<file path="config.mk">
export PLATFORM = sky130hd
export DESIGN_NAME = asp_core
export DESIGN_NICKNAME = d
export VERILOG_FILES = /design/src/hw/asp_pkg.sv /design/src/hw/asp_rx_filter.sv /design/src/hw/asp_core.sv
export SDC_FILE = /design/constraint.sdc
export NUM_CORES = 1
export LEC_CHECK = 0
export BUFFER_PORTS_ARGS = -buffer_cell sky130_fd_sc_hd__buf_2
export CAP_MARGIN = 20
export CORE_ASPECT_RATIO = 1.25
export CORE_MARGIN = 1.5
export CORE_UTILIZATION = 57
export CTS_CLUSTER_DIAMETER = 200
export DETAILED_ROUTE_END_ITERATION = 7
export PLACE_DENSITY = 0.93
export SLEW_MARGIN = 10
export SYNTH_ARGS = -nofsm -noshare
export SYNTH_HDL_FRONTEND = slang
export SYNTH_SLANG_ARGS = --single-unit
export TNS_END_PERCENT = 10
</file>
<file path="constraint.sdc">
create_clock -name clk_i -period 3.31 [get_ports clk_i]
set_input_delay 0 -clock clk_i [delete_from_list [all_inputs] [get_ports clk_i]]
set_output_delay 0 -clock clk_i [all_outputs]
set_load 0.05 [all_outputs]
</file>
<file path="src/hw/asp_pkg.sv">
// Package for the asynchronous serial port: register map, fields, timing and carriers
package asp_pkg;

	// ----------------------------------------
	// Register offsets (byte addresses)
	// ----------------------------------------
	localparam logic [3:0] ASP_CTRL_OFF = 4'h0;
	localparam logic [3:0] ASP_BUF_OFF = 4'h4;
	localparam logic [3:0] ASP_STAT_OFF = 4'h8;
	localparam logic [3:0] ASP_MASK_OFF = 4'hc;

	// ----------------------------------------
	// Control register fields
	// ----------------------------------------
	localparam int ASP_CTRL_MODE_LSB = 0;
	localparam int ASP_CTRL_MPM_BIT = 2;
	localparam int ASP_CTRL_TX9_BIT = 3;
	localparam int ASP_CTRL_RX9_BIT = 4;
	localparam int ASP_CTRL_HALF_BIT = 5;
	localparam logic [5:0] ASP_CTRL_RESET = 6'h00;

	// Status and mask fields
	localparam int ASP_ST_TX_BIT = 0;
	localparam int ASP_ST_RX_BIT = 1;
	localparam logic [1:0] ASP_STAT_RESET = 2'h0;
	localparam logic [1:0] ASP_MASK_RESET = 2'h0;

	// ----------------------------------------
	// Timing
	// ----------------------------------------
	localparam logic [3:0] ASP_SAMPLE_A = 4'h7;
	localparam logic [3:0] ASP_SAMPLE_B = 4'h8;
	localparam logic [3:0] ASP_SAMPLE_C = 4'h9;
	localparam logic [3:0] ASP_LAST_STATE = 4'hf;
	localparam logic [4:0] ASP_FAST_DIV = 5'h0f;
	localparam logic [4:0] ASP_SLOW_DIV = 5'h1f;
	localparam logic [8:0] ASP_RX_PRESET = 9'h1ff;

	// Frame modes
	typedef enum logic [1:0] {
		ASP_MODE_TEN,
		ASP_MODE_ELEVEN_FIXED,
		ASP_MODE_ELEVEN_TIMER,
		ASP_MODE_SPARE
	} asp_mode_type;

	// Control fields carried together
	typedef struct packed {
		logic half_rate;
		logic rx_ninth_bit;
		logic tx_ninth_bit;
		logic multiproc_mode;
		asp_mode_type mode;
	} asp_ctrl_type;

	// Bus request carrier
	typedef struct packed {
		logic we;
		logic [3:0] addr;
		logic [31:0] dat;
	} asp_req_type;

endpackage

</file>
<file path="src/hw/asp_rx_filter.sv">
// Three-flop synchroniser and agreement filter for the receive pin
module asp_rx_filter
	import asp_pkg::*;
(
	// Clock and reset
	input wire logic clk_i,
	input wire logic rst_i,
	// Pin and filtered level
	input wire logic pin_i,
	output logic level_o
);

	logic s1_reg;
	logic s2_reg;
	logic s3_reg;
	logic level_reg;

	// Idle line is high, so reset to one
	always_ff @(posedge clk_i) begin
		if (rst_i) begin
			s1_reg <= 1'b1;
			s2_reg <= 1'b1;
			s3_reg <= 1'b1;
			level_reg <= 1'b1;
		end else begin
			s1_reg <= pin_i;
			s2_reg <= s1_reg;
			s3_reg <= s2_reg;
			if (s2_reg == s3_reg) begin
				level_reg <= s3_reg;
			end
		end
	end

	assign level_o = level_reg;

endmodule

</file>
<file path="src/hw/asp_core.sv">
// Asynchronous serial port: ten and eleven bit frames, Wishbone registers
//
// The implementer's own choices: the Wishbone interface to the registers and the register addresses.
module asp_core
	import asp_pkg::*;
(
	// Clock and reset
	input wire logic clk_i,
	input wire logic rst_i,
	// Wishbone slave
	input wire logic cyc_i,
	input wire logic stb_i,
	input wire logic we_i,
	input wire logic [3:0] adr_i,
	input wire logic [3:0] sel_i,
	input wire logic [31:0] dat_i,
	output logic [31:0] dat_o,
	output logic ack_o,
	// Baud sources
	input wire logic baud_tick_i,
	input wire logic timer_ovf_i,
	// Serial pins
	input wire logic rxd_i,
	output logic txd_o,
	// Interrupt
	output logic irq_o
);

	// ----------------------------------------
	// Bus decode
	// ----------------------------------------
	asp_req_type req;
	logic ack_reg;
	logic [31:0] dat_reg;
	asp_ctrl_type ctrl_reg;
	logic [7:0] rbuf_reg;
	logic [1:0] stat_reg;
	logic [1:0] mask_reg;
	logic irq_reg;

	assign req = '{we: we_i, addr: adr_i, dat: dat_i};

	wire bus_go = cyc_i && stb_i && !ack_reg;
	wire wr_go = bus_go && req.we && sel_i[0];
	wire hit_ctrl = req.addr == ASP_CTRL_OFF;
	wire hit_buf = req.addr == ASP_BUF_OFF;
	wire hit_stat = req.addr == ASP_STAT_OFF;
	wire hit_mask = req.addr == ASP_MASK_OFF;
	wire wr_ctrl = wr_go && hit_ctrl;
	wire wr_buf = wr_go && hit_buf;
	wire wr_stat = wr_go && hit_stat;
	wire wr_mask = wr_go && hit_mask;

	logic [31:0] rd_data;
	always_comb begin
		if (hit_ctrl) begin
			rd_data = {26'h0, ctrl_reg};
		end else if (hit_buf) begin
			rd_data = {24'h0, rbuf_reg};
		end else if (hit_stat) begin
			rd_data = {30'h0, stat_reg};
		end else if (hit_mask) begin
			rd_data = {30'h0, mask_reg};
		end else begin
			rd_data = 32'h0;
		end
	end

	// ----------------------------------------
	// Baud clock and divide-by-16 counters
	// ----------------------------------------
	// Fixed mode: prescale clk by 1 or 2 before /16 gives clk/16 or clk/32
	logic [4:0] pre_reg;
	wire ten_mode = ctrl_reg.mode == ASP_MODE_TEN;
	wire eleven = !ten_mode;
	wire [4:0] pre_top = ctrl_reg.half_rate ? ASP_SLOW_DIV : ASP_FAST_DIV;
	wire pre_roll = pre_reg == pre_top;
	wire tick16 = (ctrl_reg.mode == ASP_MODE_ELEVEN_FIXED) ? (pre_reg[0] || !ctrl_reg.half_rate)
		: (ctrl_reg.mode == ASP_MODE_ELEVEN_TIMER) ? timer_ovf_i : baud_tick_i;

	// Transmit counter and receive counter are separate: receive realigns on edges
	logic [3:0] txdiv_reg;
	logic [3:0] rxdiv_reg;
	wire tx_roll = tick16 && txdiv_reg == ASP_LAST_STATE;
	wire rx_roll = tick16 && rxdiv_reg == ASP_LAST_STATE;

	// ----------------------------------------
	// Receive pin filter
	// ----------------------------------------
	logic rx_level;
	asp_rx_filter u_filter (
		.clk_i(clk_i),
		.rst_i(rst_i),
		.pin_i(rxd_i),
		.level_o(rx_level)
	);

	// ----------------------------------------
	// Transmitter
	// ----------------------------------------
	typedef enum logic [1:0] {TX_IDLE, TX_WAIT, TX_START, TX_DATA} asp_tx_state_type;
	asp_tx_state_type tx_state_reg;
	logic [8:0] tsr_reg;
	logic first_shift_reg;
	logic txd_reg;
	wire tx_end = tsr_reg[8:2] == 7'h00 && tsr_reg[1];
	wire tx_finish = tx_state_reg == TX_DATA && tx_roll && tx_end;

	always_ff @(posedge clk_i) begin
		if (rst_i) begin
			tx_state_reg <= TX_IDLE;
			tsr_reg <= 9'h000;
			first_shift_reg <= 1'b0;
			txd_reg <= 1'b1;
		end else begin
			case (tx_state_reg)
				TX_IDLE: begin
					txd_reg <= 1'b1;
					if (wr_buf) begin
						// Ninth position: marker one, or software ninth bit
						tsr_reg <= {eleven ? ctrl_reg.tx_ninth_bit : 1'b1, dat_i[7:0]};
						tx_state_reg <= TX_WAIT;
					end
				end
				TX_WAIT: begin
					if (tx_roll) begin
						tx_state_reg <= TX_START;
						txd_reg <= 1'b0;
					end
				end
				TX_START: begin
					if (tx_roll) begin
						tx_state_reg <= TX_DATA;
						txd_reg <= tsr_reg[0];
						first_shift_reg <= 1'b1;
					end
				end
				TX_DATA: begin
					if (tx_roll) begin
						first_shift_reg <= 1'b0;
						// Eleven-bit first shift brings in stop one, then zeros
						tsr_reg <= {eleven && first_shift_reg, tsr_reg[8:1]};
						txd_reg <= tsr_reg[1];
						if (tx_end) begin
							tx_state_reg <= TX_IDLE;
							txd_reg <= 1'b1;
						end
					end
				end
				default: tx_state_reg <= TX_IDLE;
			endcase
		end
	end

	// ----------------------------------------
	// Receiver
	// ----------------------------------------
	typedef enum logic {RX_HUNT, RX_BITS} asp_rx_state_type;
	asp_rx_state_type rx_state_reg;
	logic [8:0] rsr_reg;
	logic [2:0] smp_reg;
	logic first_bit_reg;
	logic prev_level_reg;

	// Falling edge seen on the sixteen-times sample tick
	wire rx_fall = rx_state_reg == RX_HUNT && tick16 && prev_level_reg && !rx_level;
	wire bit_val = (smp_reg[0] & smp_reg[1]) | (smp_reg[1] & smp_reg[2])
		| (smp_reg[0] & smp_reg[2]);
	wire rx_last = rx_state_reg == RX_BITS && rx_roll && !rsr_reg[0];
	// Start bit at bit zero means the bit now sampled, not shifted in, is the stop bit or the ninth bit
	wire rx_accept = rx_last && !stat_reg[ASP_ST_RX_BIT]
		&& (!ctrl_reg.multiproc_mode || bit_val);

	always_ff @(posedge clk_i) begin
		if (rst_i) begin
			rx_state_reg <= RX_HUNT;
			rsr_reg <= ASP_RX_PRESET;
			smp_reg <= 3'h0;
			first_bit_reg <= 1'b0;
			prev_level_reg <= 1'b1;
			rbuf_reg <= 8'h00;
		end else begin
			if (tick16) begin
				prev_level_reg <= rx_level;
			end
			case (rx_state_reg)
				RX_HUNT: begin
					if (rx_fall) begin
						rx_state_reg <= RX_BITS;
						rsr_reg <= ASP_RX_PRESET;
						first_bit_reg <= 1'b1;
					end
				end
				RX_BITS: begin
					if (tick16 && rxdiv_reg == ASP_SAMPLE_A) begin
						smp_reg[0] <= rx_level;
					end
					if (tick16 && rxdiv_reg == ASP_SAMPLE_B) begin
						smp_reg[1] <= rx_level;
					end
					if (tick16 && rxdiv_reg == ASP_SAMPLE_C) begin
						smp_reg[2] <= rx_level;
					end
					if (rx_roll) begin
						first_bit_reg <= 1'b0;
						if (first_bit_reg && bit_val) begin
							rx_state_reg <= RX_HUNT;
						end else if (rx_last) begin
							rx_state_reg <= RX_HUNT;
							if (rx_accept) begin
								rbuf_reg <= rsr_reg[8:1];
							end
						end else begin
							rsr_reg <= {bit_val, rsr_reg[8:1]};
						end
					end
				end
				default: rx_state_reg <= RX_HUNT;
			endcase
		end
	end

	// ----------------------------------------
	// Counters, control and flags
	// ----------------------------------------
	always_ff @(posedge clk_i) begin
		if (rst_i) begin
			pre_reg <= 5'h00;
			txdiv_reg <= 4'h0;
			rxdiv_reg <= 4'h0;
		end else begin
			pre_reg <= pre_roll ? 5'h00 : pre_reg + 5'h01;
			if (tick16) begin
				txdiv_reg <= txdiv_reg + 4'h1;
			end
			if (rx_fall) begin
				rxdiv_reg <= 4'h0;
			end else if (tick16) begin
				rxdiv_reg <= rxdiv_reg + 4'h1;
			end
		end
	end

	// Hardware set wins over a software clear in the same cycle
	wire [1:0] stat_set = {rx_accept, tx_finish};
	wire [1:0] stat_clr = wr_stat ? dat_i[1:0] : 2'h0;

	always_ff @(posedge clk_i) begin
		if (rst_i) begin
			ctrl_reg <= ASP_CTRL_RESET;
			stat_reg <= ASP_STAT_RESET;
			mask_reg <= ASP_MASK_RESET;
			irq_reg <= 1'b0;
			ack_reg <= 1'b0;
			dat_reg <= 32'h0;
		end else begin
			ack_reg <= bus_go;
			dat_reg <= bus_go ? rd_data : 32'h0;
			stat_reg <= (stat_reg & ~stat_clr) | stat_set;
			irq_reg <= |(((stat_reg & ~stat_clr) | stat_set) & mask_reg);
			if (wr_mask) begin
				mask_reg <= dat_i[1:0];
			end
			if (wr_ctrl) begin
				ctrl_reg <= dat_i[5:0];
			end
			if (rx_accept) begin
				// Bit sampled at the last rollover, not shifted in: stop bit, or the ninth data bit in eleven-bit frames
				ctrl_reg.rx_ninth_bit <= bit_val;
			end
		end
	end

	assign ack_o = ack_reg;
	assign dat_o = dat_reg;
	assign txd_o = txd_reg;
	assign irq_o = irq_reg;

	// ----------------------------------------
	// Assertions
	// ----------------------------------------
	tx_idle_high_a: assert property (@(posedge clk_i) disable iff (rst_i)
		tx_state_reg == TX_IDLE && $past(tx_state_reg) == TX_IDLE |-> txd_o)
		else $error("txd not idle high");
	tx_start_low_a: assert property (@(posedge clk_i) disable iff (rst_i)
		tx_state_reg == TX_START |-> !txd_o)
		else $error("start bit not low");
	tx_done_set_a: assert property (@(posedge clk_i) disable iff (rst_i)
		tx_finish |=> stat_reg[ASP_ST_TX_BIT] && tx_state_reg == TX_IDLE)
		else $error("tx done not set");
	rx_preset_a: assert property (@(posedge clk_i) disable iff (rst_i)
		rx_fall |=> rsr_reg == ASP_RX_PRESET && rxdiv_reg == 4'h0)
		else $error("receive not realigned");
	rx_false_start_a: assert property (@(posedge clk_i) disable iff (rst_i)
		rx_roll && first_bit_reg && bit_val && rx_state_reg == RX_BITS
		|=> rx_state_reg == RX_HUNT)
		else $error("false start kept");
	rx_return_a: assert property (@(posedge clk_i) disable iff (rst_i)
		rx_last |=> rx_state_reg == RX_HUNT)
		else $error("receiver not hunting");
	rx_guard_a: assert property (@(posedge clk_i) disable iff (rst_i)
		rx_last && stat_reg[ASP_ST_RX_BIT] |=> $stable(rbuf_reg))
		else $error("buffer overwritten");
	flag_hold_a: assert property (@(posedge clk_i) disable iff (rst_i)
		stat_reg[ASP_ST_RX_BIT] && !wr_stat |=> stat_reg[ASP_ST_RX_BIT])
		else $error("rx done lost");

	// Frame shape and receive loading
	tx_wait_high_a: assert property (@(posedge clk_i) disable iff (rst_i)
		tx_state_reg == TX_WAIT |-> txd_o)
		else $error("line left idle level before rollover");
	tx_stop_high_a: assert property (@(posedge clk_i) disable iff (rst_i)
		tx_finish |=> txd_o)
		else $error("stop bit not high");
	tx_first_shift_a: assert property (@(posedge clk_i) disable iff (rst_i)
		tx_state_reg == TX_DATA && tx_roll && first_shift_reg && eleven |=> tsr_reg[8])
		else $error("stop one not shifted in");
	rx_load_a: assert property (@(posedge clk_i) disable iff (rst_i)
		rx_accept |=> rbuf_reg == $past(rsr_reg[8:1]) && stat_reg[ASP_ST_RX_BIT])
		else $error("receive buffer not loaded");
	rx_ninth_a: assert property (@(posedge clk_i) disable iff (rst_i)
		rx_accept |=> ctrl_reg.rx_ninth_bit == $past(bit_val))
		else $error("ninth bit not stored");

endmodule

</file>
==> results of run 1 <==
-- final cells by class --
type                       count  area share
multi-input combinational    269      0.4613
sequential                    73      0.3765
tap                           66     0.02128
timing repair buffer          41     0.06383
clock buffer                  10     0.03288
inverter                      11     0.01064
clock inverter                 6     0.03353
-- cell usage after synthesis, drive strengths merged (2+ instances only) --
master / instances
inv: 10
a21oi: 18
a41o: 2
mux2i: 41
clkbuf: 16
mux4: 2
o21ai: 6
xnor2: 3
nand4: 5
nor4b: 2
a211oi: 2
and3b: 2
nor2: 52
nand2: 24
nor4: 2
a311oi: 9
and3: 6
dfxtp: 73
xor2: 6
or3: 2
or2: 3
o211a: 2
ha: 10
nor3: 14
o31ai: 3
o22ai: 5
buf: 27
o22a: 2
nand3: 8
-- per-layer routing --
| metal | share of wire | vias to the layer above | track usage |
|---|---|---|---|
| li1 | - | 1338 | - |
| met1 | 0.35 | 1403 | 0.2644 |
| met2 | 0.50 | 183 | 0.4618 |
| met3 | 0.073 | 50 | 0.07960 |
| met4 | 0.075 | 0 | 0.1997 |
| met5 | 0 | - | 0 |
-- logic make-up after synthesis --
family	Yosys count	share of synthesized area
other	1	0.001082
buffers and inverters	54	0.08697
DFF	73	0.4215
adders and majority gates	11	0.03898
xor gates and xnor gates	9	0.02274
muxes	43	0.1324
AOI/OAI and AO/OA	58	0.1227
and+or+nand+nor	124	0.1736
-- path summary, 6_finish.rpt --
path | start | end | slack [ps] | depth (start not counted)
worst max-delay path | tx_state_reg[1] | tsr_reg[6] | 650 | 5
worst min register to register | u_filter.s1_reg | u_filter.s2_reg | 420 | 1
worst min-delay path | dat_i[5] | ctrl_reg[5] | 30 | 3
worst max register to register | tx_state_reg[1] | tsr_reg[6] | 650 | 5
-- cells in the final DEF (no fill, tap or decap), types with 7 or more instances in the layout --
| cell | instances |
|---|---|
| sky130_fd_sc_hd__nand3_1 | 8 |
| sky130_fd_sc_hd__a21oi_1 | 18 |
| sky130_fd_sc_hd__dfxtp_1 | 73 |
| sky130_fd_sc_hd__ha_1 | 10 |
| sky130_fd_sc_hd__buf_2 | 31 |
| sky130_fd_sc_hd__nand2_1 | 24 |
| sky130_fd_sc_hd__conb_1 | 24 |
| sky130_fd_sc_hd__nor3_1 | 14 |
| sky130_fd_sc_hd__inv_1 | 10 |
| sky130_fd_sc_hd__nor2_1 | 52 |
| sky130_fd_sc_hd__dlygate4sd3_1 | 7 |
| sky130_fd_sc_hd__clkbuf_8 | 9 |
| sky130_fd_sc_hd__a311oi_1 | 9 |
| sky130_fd_sc_hd__mux2i_1 | 41 |
-- power breakdown --
part | internal, uW | switching [uW]
registers | 947 | 60.7
clock network | 574 | 327
logic | 145 | 301
-- metrics by stage --
stage	hold slack [ps]	setup WS [ps]	cell area [sq um]
floorplan	103.8	1397	3553
global placement	206.6	896.0	3553
detailed placement	208.2	819.4	3553
CTS	13.26	733.6	3881
global route	40.72	550.8	3881
finish	30.54	653.8	3881
-- worst register-to-register path, cell delays in order, from the launching register on --
cell                       delay, ps
sky130_fd_sc_hd__dfxtp_1         380
sky130_fd_sc_hd__ha_1            730
sky130_fd_sc_hd__nand4_1         250
sky130_fd_sc_hd__o22ai_2         630
sky130_fd_sc_hd__a21oi_1         220
sky130_fd_sc_hd__a311oi_1        340
==> results list, run 1 <==
* Classification of the worst setup path: flip-flop to flip-flop
- The total overflow left after global routing is 0.
- Largest stage delay on the critical path: 730 ps
* Final Util: 0.6671
* Max Transition Viols Final: 0
- The floorplan step defined a die boundary enclosing 6562 sq um.
* TritonCTS clock tree: done
- Fill cells in the final layout number 402.
* H-tree depth reported by CTS: 3
- STA puts the critical path data arrival time at 2900 ps.
- The congestion estimate from routability-driven global placement came to 0.8226.
- Total area of multi-input combinational cells: 1790 sq um
* Post-synthesis async set-or-reset flop share: 0
* Final clock period utilization by the worst path: 0.8025
- In this run the standard cell core region covers 5818 sq um.
* Setup repair after global routing missed its margin: no
- Clock tree synthesis inserted a total of 9 buffers.
- STA classifies the critical path startpoint as a flip-flop.
- Measured along the x axis, the die boundary spans 72.76 um.
- The count of buffers added on input and output ports is 31.
* Top flip-flop cell by instance count after synthesis: sky130_fd_sc_hd__dfxtp_1
- MaxCap Viol Count: 0
- Largest net degree at the start of global routing: 41
- Endpoint required time on the critical path: 3560 ps
* Clock tree sinks: 73
* Final critical delay including setup and external delays: 2656 ps
- Starting utilization of the core area: 0.5959
- Synth warn: 0
- Syn-to-layout area delta: 11.95%
- The share of the Yosys chip area taken by registers is 0.4215.
- Largest area contributor in the synthesized netlist: sky130_fd_sc_hd__dfxtp_1
- Post-CTS timing repair inserted 0 buffers for setup.
* First-pass DRT Iterations: 6
* Sequential cell area in the final layout: 1461 sq um
- Synth Area per Inst: 9.295 sq um
- Number of hold-slack violations in the final timing report: 0
* Number of different library cells in the post-synthesis netlist: 51
- Worst-case clock buffer depth: 2
* Area share of the largest cell type after synthesis: 0.4215
* Leak: 0.001630 uW
- DRC: 0
- After clock tree synthesis, the clock-pin slew on the worst setup and hold paths is 70 ps.
- In this design, the largest share of critical-path delay is due to compound AO/OA/AOI/OAI gates.
* Worst clock skew: 6.695 ps
* Initial antenna violation count: 0
- Wires add up to 8678 um.
- Total instance count after detailed placement: 453
- Total power for the finished layout comes to 2355 uW.
- Root buffer cell: sky130_fd_sc_hd__clkbuf_8
- Fraction of final layout cells with drive strength greater than 1: 0.1415
* Floorplan row count: 31
- Number of synthesized flops with an enable pin: 0
* Slew at the pin closest to its max-slew limit: 1129 ps
- Final net count: 463
- DP Wirelength: 5163 um
* Number of instances in the synthesized netlist: 373
- Dividing total power by cell area gives a power density of 606.9 nW/um^2.
- In this run the cell area of the synthesized design comes to 3467 sq um.
- Result of the run: finished clean
- Setup violations remaining at the end of the flow were counted as 0.
- The finished layout holds 476 standard cells, fillers aside.
- Setup total negative slack on the finished layout was measured at 0 ps.
- After the first detailed-routing iteration, the DRC count stood at 335.
- For this design, the CTS-stage hold fixing added 7 buffers.
* Final antenna diode count: 0
- Cells traversed along the worst timing path: ha_1 > nand4_1 > o22ai_2 > a21oi_1 > a311oi_1
- The tightest min-delay check is of the input port to flip-flop type.
- Max IR drop VDD: 243.0 uV
- The count of nets left with antenna violations once routing finished came out at 0.
* Cell types occupying the most area after synthesis: sky130_fd_sc_hd__dfxtp_1 (42%), sky130_fd_sc_hd__mux2i_1 (12%), sky130_fd_sc_hd__nor2_1 (5.6%)
- Number of buffers and inverters on the critical path: 0
* Routed length per instance: 18.23 um
- Measured along the y axis, the die boundary spans 90.20 um.
- Counting flops and latches in the post-synthesis netlist gives 73.
- The via count of the first global-routing pass is 2905.
- Highest attainable clock frequency: 0.3765 GHz
- Along the worst path, the maximum fanout reaches 18.
- In the global route stage, overall resource usage came out at 0.2692.
- Vias per cell: 6.248
- Clk Latency, worst-skew pair: 360 ps
* Worst relative slew slack: 0.2470
- On the critical path, the stage with the largest delay is an instance of sky130_fd_sc_hd__ha_1.
- The number of gates resized after CTS was 0.
- Kind of end point of the critical path: flip-flop
- Summing over every cut layer, the via total after detailed routing is 2974.
- Num ports: 83
- Global-route wire length before repair: 13420 um
Power figures use the tool's default switching activity.
==> run 2, diff against run 1 <==
--- a/config.mk
+++ b/config.mk
@@ -9,10 +9,10 @@
 export CAP_MARGIN = 20
 export CORE_ASPECT_RATIO = 1.25
 export CORE_MARGIN = 1.5
-export CORE_UTILIZATION = 57
+export CORE_UTILIZATION = 53
 export CTS_CLUSTER_DIAMETER = 200
 export DETAILED_ROUTE_END_ITERATION = 7
-export PLACE_DENSITY = 0.93
+export PLACE_DENSITY = 0.88
 export SLEW_MARGIN = 10
 export SYNTH_ARGS = -nofsm -noshare
 export SYNTH_HDL_FRONTEND = slang
==> constraint.sdc (replaced) <==
create_clock -name clk_i -period 2.7 [get_ports clk_i]
set_input_delay 0 -clock clk_i [delete_from_list [all_inputs] [get_ports clk_i]]
set_output_delay 0 -clock clk_i [all_outputs]
set_load 0.05 [all_outputs]
==> run 2 against run 1 <==
Sequential share of layout area down 0.37 points. First-iteration DRC count down 18%. Critical path depth unchanged. Worst hold slack worse by 21 ps. Register-to-register slack worse by 150 ps. Routed wire length down 12%. Clock power up 2.9%. Global-route usage down 3.6 points. Critical path type unchanged. Largest cell class unchanged.
==> results list, run 2 (synthesized netlist as in run 1, its figures left out) <==
* Result of the run: finished clean (unchanged)
- The sequential standard cell area came to 1461 sq um (unchanged).
- The total of cells resized after clock tree synthesis was 0 (unchanged).
* Routed length per instance: 15.16 um (was 18.23 um)
- TritonCTS clock tree: done (unchanged)
* Hold/Removal Path Class: input port to flip-flop (unchanged)
- Placeable core region: 6246 sq um (was 5818 sq um)
- Final ANT Viol Nets: 0 (unchanged)
* Final clock period utilization by the worst path: 0.8129 (was 0.8025)
- The critical path depth in cells came to 5 (unchanged).
- Sum of routed wire length over all layers: 7611 um (was 8678 um)
* Largest stage delay on the critical path: 640 ps (was 730 ps)
* P_int: 1857 uW (was 1666 uW)
* Part of the total power dissipated in combinational logic: 0.196 (was 0.189)
- Kind of end point of the critical path: flip-flop (unchanged)
- Clock transition time at the flip-flop clock pins of the worst setup and hold paths: 80 ps (was 70 ps)
* Net switching power of the design: 828.9 uW (was 689.1 uW)
- The total number of clock tree sinks is 73 (unchanged).
- Kind of cell adding the most delay to the critical path: compound AO/OA/AOI/OAI gates (unchanged)
- Setup repair after global routing missed its margin: no (unchanged).
* Register-to-register setup slack: 510 ps (was 650 ps)
- The CTS buffer count came to 9 (unchanged).
- The full die area is 7039 sq um (was 6562 sq um).
* Total setup violations reported at the end of the flow: 0 (unchanged)
* Start of the worst register-to-register path: ctrl_reg[5] (was tx_state_reg[1])
- The slew at the pin closest to its max-slew limit is 1020 ps (was 1129 ps).
- The final setup skew came to 8.774 ps (was 6.695 ps).
- The final estimated routing congestion in global placement is 0.7995 (was 0.8226).
- Detailed-route via count: 2820 (was 2974)
- The multi-input combinational cell area is 1790 sq um (unchanged).
- Via count of the first global-routing pass: 2698 (was 2905)
* Max Transition Viols Final: 0 (unchanged)
* Worst relative slew slack: 0.3202 (was 0.2470)
* Endpoint required time on the critical path: 2980 ps (was 3560 ps)
* Pwr per Cell Area: 685.1 nW/um^2 (was 606.9 nW/um^2)
- Leak: 0.001637 uW (was 0.001630 uW)
- Largest net degree at the start of global routing: 55 (was 41)
- The final core area utilization is 0.6276 (was 0.6671).
- The peak clock frequency supported by timing came to 0.4556 GHz (was 0.3765 GHz).
- The global-route usage over all layers was 0.2333 (was 0.2692).
- Number of hold-slack violations in the final timing report: 0 (unchanged)
* Total cell area at the placement stage: 3600 sq um (was 3553 sq um)
* Final critical delay including setup and external delays: 2195 ps (was 2656 ps)
- Syn-to-layout area delta: 13.06% (was 11.95%)
* Power share of the clock group: 0.346 (was 0.383)
- The final-stage net count was 470 (was 463).
- DP Wirelength: 5093 um (was 5163 um)
* Root buffer cell: sky130_fd_sc_hd__clkbuf_8 (unchanged)
- Kind of launch point of the worst setup path: flip-flop (unchanged)
- The fraction of layout instances using a drive strength above 1 was 0.1463 (was 0.1415).
* Total of buffers placed on input and output ports: 31 (unchanged)
- Instance count along the most critical hold path: 3 (unchanged)
- The number of buffer and inverter stages on the critical path came to 0 (unchanged).
* Initial antenna violation count: 0 (unchanged)
* Max IR drop VDD: 329.4 uV (was 243.0 uV)
- The die height was 93.43 um (was 90.20 um).
* Worst EP arrival: 2470 ps (was 2900 ps)
- The reported max-cap violation count is 0 (unchanged).
* R2r endpoint: tsr_reg[1] (was tsr_reg[6])
- The commonest non-fill, non-tap cell in the layout was sky130_fd_sc_hd__dfxtp_1 (unchanged).
- Final antenna diode count: 0 (unchanged)
* DRC: 0 (unchanged)
* Switching portion of total power: 0.3086 (was 0.2926)
* Starting utilization of the core area: 0.5551 (was 0.5959)
- Detailed Route Iter0 Violations: 274 (was 335)
- Destination of the worst hold path: tsr_reg[7] (was ctrl_reg[5])
- Remaining global-route overflow: 0 (unchanged)
- Global-route wire length before repair: 12240 um (was 13420 um)
- The final hold slack came to 9.765 ps (was 30.54 ps).
- Commonest cells after routing, fill and taps aside: sky130_fd_sc_hd__dfxtp_1 (73), sky130_fd_sc_hd__nor2_1 (52), sky130_fd_sc_hd__mux2i_1 (41) (unchanged)
* Clk Latency, worst-skew pair: 360 ps (about the same)
* Total Power: 2686 uW (was 2355 uW)
* Num ports: 83 (unchanged)
- H-tree depth reported by CTS: 3 (unchanged)
- The floorplan die width was 75.34 um (was 72.76 um).
- The cell count of the worst reg-to-reg path is 5 (unchanged).
- The category of the most critical setup path is flip-flop to flip-flop (unchanged).
- The final instance area is 3920 sq um (was 3881 sq um).
- The library cell contributing the largest single delay on the critical path is sky130_fd_sc_hd__o22ai_2 (was sky130_fd_sc_hd__ha_1).
* Vias per cell: 5.618 (was 6.248)
* Number of buffers inserted to repair setup after CTS: 0 (unchanged)
- First-pass DRT Iterations: 5 (was 6)
* Cts-stage hold buffer count: 11 (was 7)
- The origin of the worst min-delay path was dat_i[7] (was dat_i[5]).
- The number of buffers on the longest clock path is 2 (unchanged).
- Setup TNS after final layout: 0 ps (unchanged)
* Sequential Power Share: 0.458 (was 0.428)
* Floorplan row count: 32 (was 31)
- The highest fanout seen on the critical path came to 18 (unchanged).
- Cells traversed along the worst timing path: and3b_1 > o22a_1 > o22ai_2 > a21oi_1 > a311oi_1 (was ha_1 > nand4_1 > o22ai_2 > a21oi_1 > a311oi_1).
- Filler cell count: 480 (was 402)
[run 2: cell count changes in the layout (fill, tap and decap cells not counted)]
cell | before | now
sky130_fd_sc_hd__dlygate4sd3_1 | 7 | 11
sky130_fd_sc_hd__buf_4 | 3 | 6
sky130_fd_sc_hd__bufinv_16 | 4 | 2
sky130_fd_sc_hd__clkinv_2 | 2 | 3
sky130_fd_sc_hd__clkinvlp_4 | 0 | 1
[run 2: how the worst max path moves through the flow]
| stage | start | to | slack [ps] |
|---|---|---|---|
| floorplan | pre_reg[0] | rbuf_reg[0] | 790 |
| global placement | ctrl_reg[5] | tsr_reg[2] | 620 |
| detailed placement | ctrl_reg[0] | tsr_reg[7] | 540 |
| CTS | ctrl_reg[5] | tsr_reg[0] | 520 |
| global route | ctrl_reg[0] | tsr_reg[7] | 300 |
| finish | ctrl_reg[5] | tsr_reg[1] | 510 |
[run 2: power by group through the flow]
stage	clock [uW]	combinational (uW)	sequential, uW
final	928	527	1230
after global routing	978	577	1240
after CTS	936	521	1230
after detailed placement	0	503	1250
after global placement	0	483	1240
after floorplan	0	429	1250
[run 2: routing by layer]
metal  routed length, um  GRT usage
met1                2909     0.2378
met2                4087     0.4189
met3                 355    0.06358
met4                 259     0.1205
met5                   0          0
[run 2: per-stage QoR]
stage / setup WS [ps] / cells
3_5_place_dp: 538.9 / 475
3_3_place_gp: 623.5 / 475
4_1_cts: 515.2 / 502
5_1_grt: 304.5 / 502
6_report: 505.3 / 502
2_1_floorplan: 786.6 / 396
[run 2: area by class of cell]
| type | instances | share of cell area |
|---|---|---|
| multi-input cells | 269 | 0.4568 |
| flip-flops and latches | 73 | 0.3728 |
| clock buffers | 10 | 0.03256 |
| repair buffers | 48 | 0.07916 |
| inverters | 11 | 0.01053 |
| well taps | 85 | 0.02713 |
| clock inverters | 6 | 0.02107 |
[run 2: worst register-to-register path, delay by kind of cell (launching register included)]
kind | cells | cell delay [ps]
AO/OA/AOI/OAI | 4 | 1500
flip-flops | 1 | 380
AND/OR/NAND/NOR | 1 | 220
